## config.mk

```make
export PLATFORM = sky130hd
export DESIGN_NAME = flp_fault_latch
export DESIGN_NICKNAME = d
export VERILOG_FILES = /design/src/flp_pkg.sv /design/src/flp_fault_latch.sv
export SDC_FILE = /design/constraint.sdc
export NUM_CORES = 1
export LEC_CHECK = 0
export CORE_ASPECT_RATIO = 0.8
export CORE_MARGIN = 2
export CORE_UTILIZATION = 35
export DETAILED_ROUTE_END_ITERATION = 7
export DONT_BUFFER_PORTS = 1
export PLACE_DENSITY = 0.52
export SLEW_MARGIN = 20
export SYNTH_ARGS = -nofsm -noshare
export SYNTH_HDL_FRONTEND = slang
export SYNTH_SLANG_ARGS = --single-unit
```

## constraint.sdc

```tcl
create_clock -name sys_clk -period 33.6 [get_ports sys_clk]
set_input_delay 0 -clock sys_clk [delete_from_list [all_inputs] [get_ports sys_clk]]
set_output_delay 0 -clock sys_clk [all_outputs]
set_load 0.01 [all_outputs]
```

## src/flp_pkg.sv

```systemverilog
// Constants of the fault latch and propagation logic.
// Assumes one 250 MHz clock and an 8-bit register port.
package flp_pkg;
   // ----------------------------------------
   // Register map
   // ----------------------------------------
   localparam logic [7:0] POLICY_ADDR = 8'h00;
   localparam logic [7:0] FLAGS_ADDR = 8'h16;
   localparam logic [7:0] POLICY_RST = 8'h00;
   localparam int FOLLOW_EN_BIT = 7;
   localparam int PHASE_EN_BIT = 6;
   localparam int HEAT_BIT = 7;
   localparam int WINDOW_BIT = 6;
   // Fault index = latch select bit = flag bit, except phase: flag bit 0 always reads zero
   localparam int F_FOLLOW = 5;
   localparam int F_THERM = 4;
   localparam int F_CURR = 3;
   localparam int F_LOWV = 2;
   localparam int F_HIGHV = 1;
   localparam int F_PHASE = 0;
   localparam logic [5:0] CLEARABLE = 6'h3e;
   // ----------------------------------------
   // Turn-off styles, ordered by severity
   // ----------------------------------------
   typedef enum logic [1:0] {
      STY_NONE = 2'h0,
      STY_SEQ = 2'h1,
      STY_CRIT = 2'h2,
      STY_EMER = 2'h3
   } flp_style_e;
   // ----------------------------------------
   // Thresholds (millivolts, percent)
   // ----------------------------------------
   localparam logic [15:0] HV_FLOOR_MV = 16'h01f4;
   localparam logic [15:0] HV_MARGIN_MV = 16'h00fa;
   localparam logic [7:0] HV_PCT_MIN = 8'h6e;
   localparam logic [7:0] HV_PCT_MAX = 8'h82;
   localparam logic [7:0] PCT_FULL = 8'h64;
   // ----------------------------------------
   // Timing
   // ----------------------------------------
   localparam int CLK_MHZ = 250;
   localparam int RETRY_MS = 130;
   localparam int RETRY_CYC = RETRY_MS * 1000 * CLK_MHZ;
endpackage

```

## src/flp_fault_latch.sv

```systemverilog
// Protection management of a point-of-load regulator: fault latches,
// restart timing, turn-off style and the shared fault line.
// Assumes vout and target in mV on this clock; flags arrive as pins.
// Operation
// - High-voltage check armed only above bias
// - High-voltage error stops output, clears flag bit
// - Emergency: high side off, low side on
// - High-voltage limit 110..130 percent, floor 0.5V
// - High-voltage limit at least 0.25V above target
// - Limits scale with nominal or margin target
// - Per-fault latching and propagation choice
// - Auto-retry restarts every 130ms until cleared
// - Restart ramps through tracking and sequencing
// - Latched fault waits 130ms plus clear
// - Policy register at 0x00, enables bits 7:6
// - Policy bits 5:0 select latching per fault
// - Styles selectable for thermal, low voltage; high voltage for peers only
// - Sequenced style ramps down at set rate
// - Critical style turns both switches off
// - Flags register at 0x16 with fixed map
// - Active fault reads as zero
// - Writing one clears latched fault
// - Propagating fault pulls shared line low
// - Low shared line turns off with same style
// - Style coded on line's falling transition
// - Line changes only at sync line falling edge
// - Thermal and low-voltage: sequenced or critical
`timescale 1ns/1ns
module flp_fault_latch
   import flp_pkg::*;
#(
   parameter int RETRY_CNT = RETRY_CYC
) (
   input wire logic sys_clk,
   input wire logic rst_n,
   input wire logic reg_wr,
   input wire logic reg_rd,
   input wire logic [7:0] reg_addr,
   input wire logic [7:0] reg_wdata,
   output logic [7:0] reg_rdata_q,
   input wire logic [15:0] vout_mv,
   input wire logic [15:0] bias_mv,
   input wire logic [15:0] target_mv,
   input wire logic [4:0] hv_pct_add,
   input wire logic [7:0] lv_pct,
   input wire logic [5:0] prop_en,
   input wire logic therm_crit_sel,
   input wire logic lowv_crit_sel,
   input wire logic highv_emer_sel,
   input wire logic on_cmd,
   input wire logic steady,
   input wire logic therm_hot,
   input wire logic curr_over,
   input wire logic follow_err,
   input wire logic phase_err,
   input wire logic heat_warn,
   input wire logic window_bad,
   input wire logic sync_line,
   input wire logic fault_line_i,
   output logic fault_line_o_q,
   output logic fault_line_oe_q,
   output logic run_q,
   output logic [1:0] off_style_q,
   output logic ramp_start_q
);
   // ----------------------------------------
   // Pin synchronisers
   // ----------------------------------------
   localparam int NS = 10;
   logic [NS-1:0] pin_raw;
   logic [NS-1:0] s1_q;
   logic [NS-1:0] s2_q;
   assign pin_raw = {fault_line_i, sync_line, on_cmd, steady, therm_hot,
                     curr_over, follow_err, phase_err, heat_warn, window_bad};
   genvar gi;
   generate
      for (gi = 0; gi < NS; gi++) begin : g_sync
         // Stage one feeds only stage two
         always_ff @(posedge sys_clk) begin
            s1_q[gi] <= rst_n ? pin_raw[gi] : 1'b0;
            s2_q[gi] <= rst_n ? s1_q[gi] : 1'b0;
         end
      end
   endgenerate
   logic line_s, sd_s, on_s, steady_s, hot_s, curr_s;
   logic follow_s, phase_s, heat_s, window_s;
   assign {line_s, sd_s, on_s, steady_s, hot_s, curr_s, follow_s, phase_s,
           heat_s, window_s} = s2_q;

   // ----------------------------------------
   // Thresholds
   // ----------------------------------------
   logic [7:0] hv_pct;
   logic [23:0] hv_prod, lv_prod;
   logic [15:0] hv_pct_mv, hv_lim, lv_lim, tgt_pad;
   // Target already tracks margining, so limits follow it
   always_comb begin
      hv_pct = HV_PCT_MIN + {3'h0, hv_pct_add};
      if (hv_pct > HV_PCT_MAX) begin
         hv_pct = HV_PCT_MAX;
      end
      hv_prod = target_mv * hv_pct;
      hv_pct_mv = 16'(hv_prod / PCT_FULL);
      tgt_pad = target_mv + HV_MARGIN_MV;
      hv_lim = hv_pct_mv;
      if (hv_lim < tgt_pad) begin
         hv_lim = tgt_pad;
      end
      if (hv_lim < HV_FLOOR_MV) begin
         hv_lim = HV_FLOOR_MV;
      end
      lv_prod = target_mv * lv_pct;
      lv_lim = 16'(lv_prod / PCT_FULL);
   end

   // ----------------------------------------
   // Policy register and detection
   // ----------------------------------------
   logic [7:0] policy_q, policy_d;
   logic [5:0] det;
   logic wr_pol, wr_flg;
   assign wr_pol = reg_wr && (reg_addr == POLICY_ADDR);
   assign wr_flg = reg_wr && (reg_addr == FLAGS_ADDR);
   always_comb begin
      policy_d = wr_pol ? reg_wdata : policy_q;
      det[F_FOLLOW] = follow_s && policy_q[FOLLOW_EN_BIT];
      det[F_PHASE] = phase_s && policy_q[PHASE_EN_BIT];
      det[F_THERM] = hot_s;
      det[F_CURR] = curr_s;
      // Steady only, so ramps never trip it
      det[F_LOWV] = steady_s && (vout_mv < lv_lim);
      // Armed only above any pre-bias
      det[F_HIGHV] = (vout_mv > bias_mv) && (vout_mv > hv_lim);
   end
   always_ff @(posedge sys_clk) begin
      policy_q <= rst_n ? policy_d : POLICY_RST;
   end

   // ----------------------------------------
   // Style per fault
   // ----------------------------------------
   logic [1:0] loc_sty [6];
   logic [1:0] net_sty [6];
   logic [1:0] loc_max, net_max, det_max;
   logic [5:0] flt_q, flt_d, sent;
   always_comb begin
      loc_sty[F_FOLLOW] = STY_CRIT;
      loc_sty[F_CURR] = STY_CRIT;
      loc_sty[F_PHASE] = STY_CRIT;
      // Thermal and low voltage pick sequenced or critical
      loc_sty[F_THERM] = therm_crit_sel ? STY_CRIT : STY_SEQ;
      loc_sty[F_LOWV] = lowv_crit_sel ? STY_CRIT : STY_SEQ;
      loc_sty[F_HIGHV] = STY_EMER;
      net_sty = loc_sty;
      // Own stage always clamps; peers get the chosen code
      net_sty[F_HIGHV] = highv_emer_sel ? STY_EMER : STY_CRIT;
      sent = flt_q & prop_en;
      loc_max = STY_NONE;
      net_max = STY_NONE;
      det_max = STY_NONE;
      for (int i = 0; i < 6; i++) begin
         if (flt_q[i] && loc_sty[i] > loc_max) loc_max = loc_sty[i];
         if (det[i] && loc_sty[i] > det_max) det_max = loc_sty[i];
         if (sent[i] && net_sty[i] > net_max) net_max = net_sty[i];
      end
   end

   // ----------------------------------------
   // Shared fault line, sync line edges
   // ----------------------------------------
   logic sd_last_q, rx_last_q, sd_fall, sd_rise;
   logic [2:0] tx_ph_q, tx_ph_d;
   logic [1:0] tx_sty_q, tx_sty_d, rx_sty_q, rx_sty_d;
   logic [1:0] rx_ph_q, rx_ph_d;
   logic oe_d, rx_last_d, ext_act;
   assign sd_fall = sd_last_q && !sd_s;
   assign sd_rise = !sd_last_q && sd_s;
   assign ext_act = (rx_ph_q == 2'h3);
   // Frame: low, style bit 1, style bit 0, then held low
   always_comb begin
      tx_ph_d = tx_ph_q;
      tx_sty_d = tx_sty_q;
      oe_d = fault_line_oe_q;
      if (sd_fall) begin
         case (tx_ph_q)
            3'h0: begin
               if (|sent) begin
                  tx_ph_d = 3'h1;
                  tx_sty_d = net_max;
                  oe_d = 1'b1;
               end
            end
            3'h1: begin
               tx_ph_d = 3'h2;
               oe_d = ~tx_sty_q[1];
            end
            3'h2: begin
               tx_ph_d = 3'h3;
               oe_d = ~tx_sty_q[0];
            end
            3'h3: begin
               tx_ph_d = 3'h4;
               oe_d = 1'b1;
            end
            default: begin
               if (!(|sent)) begin
                  tx_ph_d = 3'h0;
                  oe_d = 1'b0;
               end
            end
         endcase
      end
      // Receiver samples on the rising edge, mid-bit
      rx_ph_d = rx_ph_q;
      rx_sty_d = rx_sty_q;
      rx_last_d = rx_last_q;
      if (sd_rise) begin
         rx_last_d = line_s;
         case (rx_ph_q)
            2'h0: if (rx_last_q && !line_s) rx_ph_d = 2'h1;
            2'h1: begin
               rx_sty_d[1] = line_s;
               rx_ph_d = 2'h2;
            end
            2'h2: begin
               rx_sty_d = {rx_sty_q[1], line_s};
               rx_ph_d = 2'h3;
               // Unused code 00 falls back to critical
               if (!rx_sty_q[1] && !line_s) rx_sty_d = STY_CRIT;
            end
            default: if (line_s) rx_ph_d = 2'h0;
         endcase
      end
   end
   always_ff @(posedge sys_clk) begin
      sd_last_q <= rst_n ? sd_s : 1'b0;
      rx_last_q <= rst_n ? rx_last_d : 1'b1;
      tx_ph_q <= rst_n ? tx_ph_d : 3'h0;
      tx_sty_q <= rst_n ? tx_sty_d : STY_NONE;
      rx_ph_q <= rst_n ? rx_ph_d : 2'h0;
      rx_sty_q <= rst_n ? rx_sty_d : STY_NONE;
      fault_line_oe_q <= rst_n ? oe_d : 1'b0;
      fault_line_o_q <= 1'b0;
   end

   // ----------------------------------------
   // Restart state machine and latches
   // ----------------------------------------
   typedef enum logic [1:0] {
      ST_IDLE = 2'h0,
      ST_ON = 2'h1,
      ST_WAIT = 2'h3
   } flp_state_e;
   flp_state_e st_q, st_d;
   logic [24:0] tmr_q, tmr_d;
   logic [1:0] sty_d;
   logic run_d, ramp_d, blocked, tmr_done;
   logic [5:0] clr;
   assign tmr_done = (tmr_q == 25'(RETRY_CNT - 1));
   // Auto-retry waits only for causes; latched ones need a clear
   assign blocked = (|det) || (|(flt_q & policy_q[5:0])) || ext_act;
   always_comb begin
      st_d = st_q;
      tmr_d = tmr_q;
      sty_d = off_style_q;
      run_d = run_q;
      ramp_d = 1'b0;
      // Write one clears, zero leaves it, reserved ignored
      clr = wr_flg ? (reg_wdata[5:0] & CLEARABLE) : 6'h00;
      case (st_q)
         ST_IDLE: begin
            clr = 6'h3f; // Command low clears latches
            sty_d = STY_NONE;
            if (on_s) begin
               st_d = ST_ON;
               run_d = 1'b1;
               ramp_d = 1'b1;
            end
         end
         ST_ON: begin
            if (|det || ext_act) begin
               st_d = ST_WAIT;
               tmr_d = '0;
               run_d = 1'b0;
               // Most severe wins; peers follow coded style
               sty_d = (det_max > rx_sty_q || !ext_act) ? det_max : rx_sty_q;
               if (det_max == STY_NONE) sty_d = rx_sty_q;
            end else if (!on_s) begin
               st_d = ST_IDLE;
               run_d = 1'b0;
            end
         end
         default: begin
            tmr_d = tmr_q + 25'h1;
            if (!on_s) begin
               st_d = ST_IDLE;
            end else if (tmr_done) begin
               tmr_d = '0;
               if (!blocked) begin
                  st_d = ST_ON;
                  run_d = 1'b1;
                  ramp_d = 1'b1;
                  sty_d = STY_NONE;
                  clr = clr | ~policy_q[5:0];
               end
            end
         end
      endcase
      // Set wins over clear; active shows as zero on read
      flt_d = (flt_q & ~clr) | det;
   end
   // Style drives stage: seq ramps crit both off
   always_ff @(posedge sys_clk) begin
      st_q <= rst_n ? st_d : ST_IDLE;
      tmr_q <= rst_n ? tmr_d : 25'h0;
      flt_q <= rst_n ? flt_d : 6'h00;
      run_q <= rst_n ? run_d : 1'b0;
      ramp_start_q <= rst_n ? ramp_d : 1'b0;
      off_style_q <= rst_n ? sty_d : STY_NONE;
   end

   // ----------------------------------------
   // Register read
   // ----------------------------------------
   logic [7:0] flags, rdata_d;
   always_comb begin
      flags = {~heat_s, ~window_s, ~flt_q[5:1], 1'b0};
      rdata_d = reg_rdata_q;
      if (reg_rd) begin
         if (reg_addr == POLICY_ADDR) rdata_d = policy_q;
         else if (reg_addr == FLAGS_ADDR) rdata_d = flags;
         else rdata_d = 8'h00;
      end
   end
   always_ff @(posedge sys_clk) begin
      reg_rdata_q <= rst_n ? rdata_d : 8'h00;
   end

   // ----------------------------------------
   // Checks
   // ----------------------------------------
   a_high_trip: assert property (@(posedge sys_clk) disable iff (!rst_n)
      st_q == ST_ON && det[F_HIGHV] |=> st_q == ST_WAIT && !run_q
      && off_style_q == STY_EMER) else $error("high trip missed");
   a_set_wins: assert property (@(posedge sys_clk) disable iff (!rst_n)
      det[F_HIGHV] && wr_flg && reg_wdata[1] |=> flt_q[F_HIGHV])
      else $error("set lost to clear");
   a_one_clears: assert property (@(posedge sys_clk) disable iff (!rst_n)
      st_q == ST_ON && wr_flg && reg_wdata[3] && !det[F_CURR]
      |=> !flt_q[F_CURR]) else $error("clear ignored");
   a_zero_keeps: assert property (@(posedge sys_clk) disable iff (!rst_n)
      st_q == ST_ON && wr_flg && reg_wdata == 8'h00
      |=> (flt_q & $past(flt_q)) == $past(flt_q)) else $error("zero cleared");
   a_line_edge: assert property (@(posedge sys_clk) disable iff (!rst_n)
      fault_line_oe_q != $past(fault_line_oe_q) |-> $past(sd_fall))
      else $error("line moved off edge");
   a_policy_rw: assert property (@(posedge sys_clk) disable iff (!rst_n)
      wr_pol ##1 reg_rd && reg_addr == POLICY_ADDR
      |=> reg_rdata_q == $past(reg_wdata, 2)) else $error("policy readback");
   a_retry_gap: assert property (@(posedge sys_clk) disable iff (!rst_n)
      $rose(st_q == ST_WAIT) |-> !ramp_start_q [*8]) else $error("early restart");
   a_ramp_start: assert property (@(posedge sys_clk) disable iff (!rst_n)
      ramp_start_q |-> run_q && st_q == ST_ON && $past(st_q) != ST_ON)
      else $error("ramp without start");
endmodule

```

* After elaboration in Yosys (flattened, before gate mapping)
Index checks and enable logic that the tools add are counted.
** Word-level totals
- Input port bits :: 100
- Flip-flop bits (word level) :: 85
** Operators by class
- Multipliers :: 2
- Div/mod/pow operators :: 2
- Equal/unequal tests :: 19
- Multiplexer cells :: 66
- Bitwise operators :: 13
- Add/sub/neg operators :: 3
- Magnitude comparators :: 17
- Reductions and logical operators :: 51
** Operators by type and width (count)
- 2-to-1 mux 25 bit :: 3
- 2-to-1 mux 2 bit :: 29
- one-hot mux 25 bit (2 select lines) :: 1
- divider 24 x 7 -> 24 bit (second input constant) :: 2
- multiplier 16 x 8 -> 24 bit :: 2
- > comparator 16 bit :: 2
- less-than comparator 16 bit :: 2
- 2-to-1 mux 16 bit :: 2
- adder 25 x 1 -> 25 bit (second input constant) :: 1
- == test 25 bit (second input constant) :: 1
- 2-to-1 mux 6 bit :: 4
- 2-to-1 mux 8 bit :: 3
- logical AND 1 bit :: 20
- bitwise AND 6 bit :: 3
- OR reduction 6 bit :: 3
- adder 16 x 8 -> 16 bit (second input constant) :: 1
- less-than comparator 16 x 9 -> 1 bit (second input constant) :: 1
- 2-to-1 mux 1 bit :: 13
- > comparator 2 bit :: 6
- NOT 6 bit :: 2
- OR 6 bit :: 2
- one-hot mux 3 bit (4 select lines) :: 1
- one-hot mux 6 bit (2 select lines) :: 1
- AND reduction 3 bit :: 4
- other kinds (32) :: 64

* Longest topological paths before layout
- Word-level depth :: 31
- Mapped depth :: 110
- Mapped depth without buffers :: 100

* Worst setup path after synthesis
Ideal clock, no wire load.
- Path type :: input -> register
- Start point :: input port hv_pct_add[1]
- End point :: register off_style_q[1]
- Arrival time :: 20.025 ns
- Buffers on the path :: 8
- Path slack :: 13.442 ns
- Required time :: 33.467 ns
- Stages :: 100
- Setup time :: 0.133 ns
- Cell sequence :: inv_1 ha_1 nand2b_1 and2_1 clkbuf_1 nor2_1 clkbuf_1 nand2_1 fa_1 inv_1 fa_1 fa_1 inv_1 fa_1 inv_1 ha_1 buf_2 nand2_1 (+64 left out) a21oi_1 ha_1 a21oi_1 and2_1 mux2i_1 inv_1 ha_1 nor2b_1 o211ai_1 o21ai_0 a21o_1 ha_1 nor2b_1 o21ai_0 nand2_1 and2_1 a31oi_1 o221ai_1
** On the way
- Longest elaborated chain between the ends :: 31
- Elaborated cells between the ends (all ways) :: 39
- Classes of those cells :: add/sub (1); mul (1); div (1); order compare (9); eq/ne (2); mux (12); reduce/logical (13)
** RTL lines
- from (decl) :: RTL line flp_fault_latch.sv:44 : input wire logic [4:0] hv_pct_add,
- adder 7 x 5 -> 8 bit * :: RTL line flp_fault_latch.sv:98 : hv_pct = HV_PCT_MIN + {3'h0, hv_pct_add};
- > comparator 8 bit :: RTL line flp_fault_latch.sv:99 : if (hv_pct > HV_PCT_MAX) begin
- 2-to-1 mux 8 bit * :: RTL line flp_fault_latch.sv:99
- multiplier 16 x 8 -> 24 bit * :: RTL line flp_fault_latch.sv:102 : hv_prod = target_mv * hv_pct;
- divider 24 x 7 -> 24 bit * :: RTL line flp_fault_latch.sv:103 : hv_pct_mv = 16'(hv_prod / PCT_FULL);
- less-than comparator 16 bit :: RTL line flp_fault_latch.sv:106 : if (hv_lim < tgt_pad) begin
- 2-to-1 mux 16 bit * :: RTL line flp_fault_latch.sv:106
- less-than comparator 16 x 9 -> 1 bit :: RTL line flp_fault_latch.sv:109 : if (hv_lim < HV_FLOOR_MV) begin
- (+15 left out)
- logical AND 1 bit :: RTL line flp_fault_latch.sv:163 : if (det[i] && loc_sty[i] > det_max) det_max = loc_sty[i];
- 2-to-1 mux 2 bit :: RTL line flp_fault_latch.sv:163
- > comparator 2 bit :: RTL line flp_fault_latch.sv:286 : sty_d = (det_max > rx_sty_q || !ext_act) ? det_max : rx_sty_q;
- logical OR 1 bit :: RTL line flp_fault_latch.sv:286
- 2-to-1 mux 2 bit :: RTL line flp_fault_latch.sv:286
- 2-to-1 mux 2 bit :: RTL line flp_fault_latch.sv:287 : if (det_max == STY_NONE) sty_d = rx_sty_q;
- 2-to-1 mux 2 bit :: RTL line flp_fault_latch.sv:281 : if (|det || ext_act) begin
- one-hot mux 2 bit (2 select lines) :: RTL line flp_fault_latch.sv:270 : case (st_q)
- to (signal assigned) :: RTL line flp_fault_latch.sv:319 : off_style_q <= rst_n ? sty_d : STY_NONE;
- to (decl) :: RTL line flp_fault_latch.sv:63 : output logic [1:0] off_style_q,
Mark *: on every way between the ends. The rest lies on a longest branch, timed or not. The select of a mux whose other input is x is not followed.
A chain may end at the register's enable or synchronous reset.

* Worst setup path in the final report
Ends and elaborated chain as after synthesis.

==> results.json <==
{
  "placedInstanceArea_um2": 22900,
  "tns_ns": 0,
  "status": "finished, final reports clean",
  "synth_most_common_cell": "nand2_1",
  "crit_slowest_cell": "nor2_1",
  "setup_viol": 0,
  "netlist.area_leader.share_pct": 15.1,
  "finClkSkew_ns": 0.00990,
  "ys_top_cells_by_area": "fa_1 15%, ha_1 9.4%, dfxtp_1 7.6%",
  "hp-start": "reg_wr",
  "rsz0062_at_grt": "false",
  "area_growth_pct": 5.33,
  "grt_usage_pct": 20.7,
  "r2r_start": "steady_s$_SDFF_PN0_",
  "drc": 0,
  "worstMarginPinSlew_ns": 1.06,
  "drive_above_1_share_pct": 5.45,
  "io_buffers": 0,
  "finalHoldViolCount": 0,
  "die_h_um": 230,
  "clockBufferDepth": 2,
  "drt-total-wl_um": 70000,
  "start_util_pct": 35.5,
  "relSlewSlack_pct": 29.1,
  "clock_latency_ns": 0.34,
  "critPathMostFrequentCell": "ha_1",
  "yosysWarningCount": 0,
  "vias": 22297,
  "nNetsFinal": 3351,
  "finalNonFillerCells": 3759,
  "synth_cell_types": 127,
  "cts_setup_buffers": 0,
  "die_width_um": 286,
  "synth-compound-area-share_pct": 28.4,
  "ant_nets": 0,
  "whs_path_depth": 3,
  "die-area_um2": 65800,
  "grt-ovfl-total": 0,
  "core_um2": 62800,
  "synthXorXnorAreaFrac_pct": 4.35,
  "synthFlopType": "dfxtp_1",
  "vias_per_cell": 5.93,
  "async_flop_share_pct": 0,
  "synthMuxAreaShare_pct": 2.34,
  "ys_seq_elements": 85,
  "slew_viol_final": 0,
  "maxCapViolations": 0,
  "reg2reg_slack_ns": 29.27,
  "max_stage_delay_ns": 0.82,
  "synth_cells": 2986,
  "first_pass_iters": 6,
  "start_kind": "input pin",
  "multi_input_area_um2": 19100,
  "final_util_pct": 37.4,
  "cts.sinks": 85,
  "crit_arrival_ns": 24.57,
  "synth_top_cell_by_area": "fa_1",
  "final_area_um2": 23500,
  "htreeDepth": 3,
  "rr_worst_depth": 18,
  "synthesis.nets": 3421,
  "avgSynthCellArea_um2": 7.47,
  "yosys.area_share.simple_pct": 25.9,
  "hp-class": "input pin to flip-flop",
  "gp_congestion": 0.917,
  "worstPathMaxFanout": 18,
  "crit_path_end_kind": "flip-flop",
  "n_antenna_cell": 0,
  "synth_top_family_by_area": "compound AO/OA/AOI/OAI gates",
  "antenna_found_initial": 1,
  "ys_seq_area_share_pct": 7.63,
  "synth_edf_count": 0,
  "cts_resized": 0,
  "fill_cells": 6641,
  "ios": 114,
  "max_freq_mhz": 41.0,
  "avgRoutedWirePerCell_um": 18.6,
  "fin_crit_ns": 24.37,
  "cts.reportedPaths.clkPinSlew_ns": 0.06,
  "grt_start_max_net_pins": 33,
  "cts-buffers-inserted": 9,
  "regArea_um2": 1700,
  "grt_pass1_vias": 21182,
  "period_share_pct": 72.5,
  "grt_pass1_wl_um": 113000,
  "criticalPathCategory": "input pin to flip-flop",
  "netlist_top_cells_count": "322 x nand2_1, 251 x inv_1, 217 x nor2_1, 200 x a21oi_1, 173 x and2_1",
  "cts_hold_buf": 31,
  "worstReg2RegEnd": "off_style_q[1]$_SDFFE_PN0P_",
  "dp_cells": 3714,
  "hpwl_um": 56200,
  "required_ns": 33.80,
  "cts-root-buf": "clkbuf_16",
  "cts_tree": "yes",
  "syn_area_um2": 22300,
  "synth_fa_ha_area_share_pct": 24.7,
  "drtIter0Drc": 1948,
  "whs_endpoint": "policy_q[1]$_SDFFE_PN0P_",
  "std_cell_rows": 82
}
## kinds of logic (layout without fill, tap and decap cells)
logic type	Yosys count	in the layout
simple gates	1145	1145
compound gates	886	886
buf+inv	377	310
fa+ha+maj	340	340
xor+xnor	104	104
flops	85	85
mux	48	48
other cells	1	1
## how the worst max path moves through the flow
stage,startpoint,end,cells past startpoint
4_1_cts,hv_pct_add[1],off_style_q[1]$_SDFFE_PN0P_,88
2_1_floorplan,hv_pct_add[1],off_style_q[1]$_SDFFE_PN0P_,100
5_1_grt,hv_pct_add[1],off_style_q[1]$_SDFFE_PN0P_,89
6_report,hv_pct_add[1],off_style_q[1]$_SDFFE_PN0P_,88
3_3_place_gp,hv_pct_add[1],off_style_q[1]$_SDFFE_PN0P_,87
3_5_place_dp,hv_pct_add[1],off_style_q[1]$_SDFFE_PN0P_,88
## metal layers
layer  vias to the layer above  GRT usage, %  wire, um
met5                         -             0        15
li1                      10646             -         -
met2                       779          30.3     28700
met4                         2          3.40      1120
met3                        74          3.71      5290
met1                     10796          31.6     34900
## state kept, by name (all words and copies together), names as in the netlist, 2 cells and up
name         flops
tmr_q           25
s1_q            10
policy_q         8
reg_rdata_q      8
flt_q            6
tx_ph_q          3
off_style_q      2
rx_ph_q          2
rx_sty_q         2
st_q             2
tx_sty_q         2
## placed cells by master, fill, tap and decap left out, drive strengths merged, types with 21 or more instances in the layout
| cell type | count |
|---|---|
| o21ai | 165 |
| a21o | 41 |
| and2 | 173 |
| a31oi | 48 |
| nor3 | 63 |
| nor4 | 21 |
| o2111ai | 22 |
| nand2b | 31 |
| o31ai | 23 |
| o22ai | 23 |
| inv | 254 |
| a21oi | 216 |
| nand2 | 325 |
| mux2i | 33 |
| nand3 | 102 |
| nor2b | 26 |
| o211ai | 49 |
| ha | 167 |
| and3 | 47 |
| fa | 168 |
| xnor2 | 69 |
| dfxtp | 85 |
| o21a | 21 |
| xor2 | 34 |
| or2 | 29 |
| nor2 | 220 |
| a211oi | 39 |
| dlygate4sd3 | 31 |
| nand4 | 44 |
## through the flow
step | hold WS (ns) | worst slack [ns]
finish | 0.0505 | 9.23
global route | 0.0875 | 7.17
CTS | 0.0325 | 9.57
detailed placement | 0.0705 | 9.33
global placement | 0.0678 | 9.93
floorplan | 0.127 | 13.44
## final cells by class
type | count | area share [%]
Clock inverter | 5 | 0.229
Inverter | 254 | 4.06
Tap cell | 840 | 4.47
Clock buffer | 9 | 0.958
Timing Repair Buffer | 42 | 1.67
Sequential cell | 85 | 7.24
Multi-Input combinational cell | 2524 | 81.4
## critical path: cells and delay by family
family	cells	cell delay, ns
adders and majority gates	11	3.92
muxes	4	1.35
and+or+nand+nor	19	5.38
buffers and inverters	6	0.44
AOI/OAI and AO/OA	45	12.42
xor gates and xnor gates	3	1.00
Power is not shown: default switching activity piles up to over one toggle a cycle in this logic, so the estimate is an artifact.
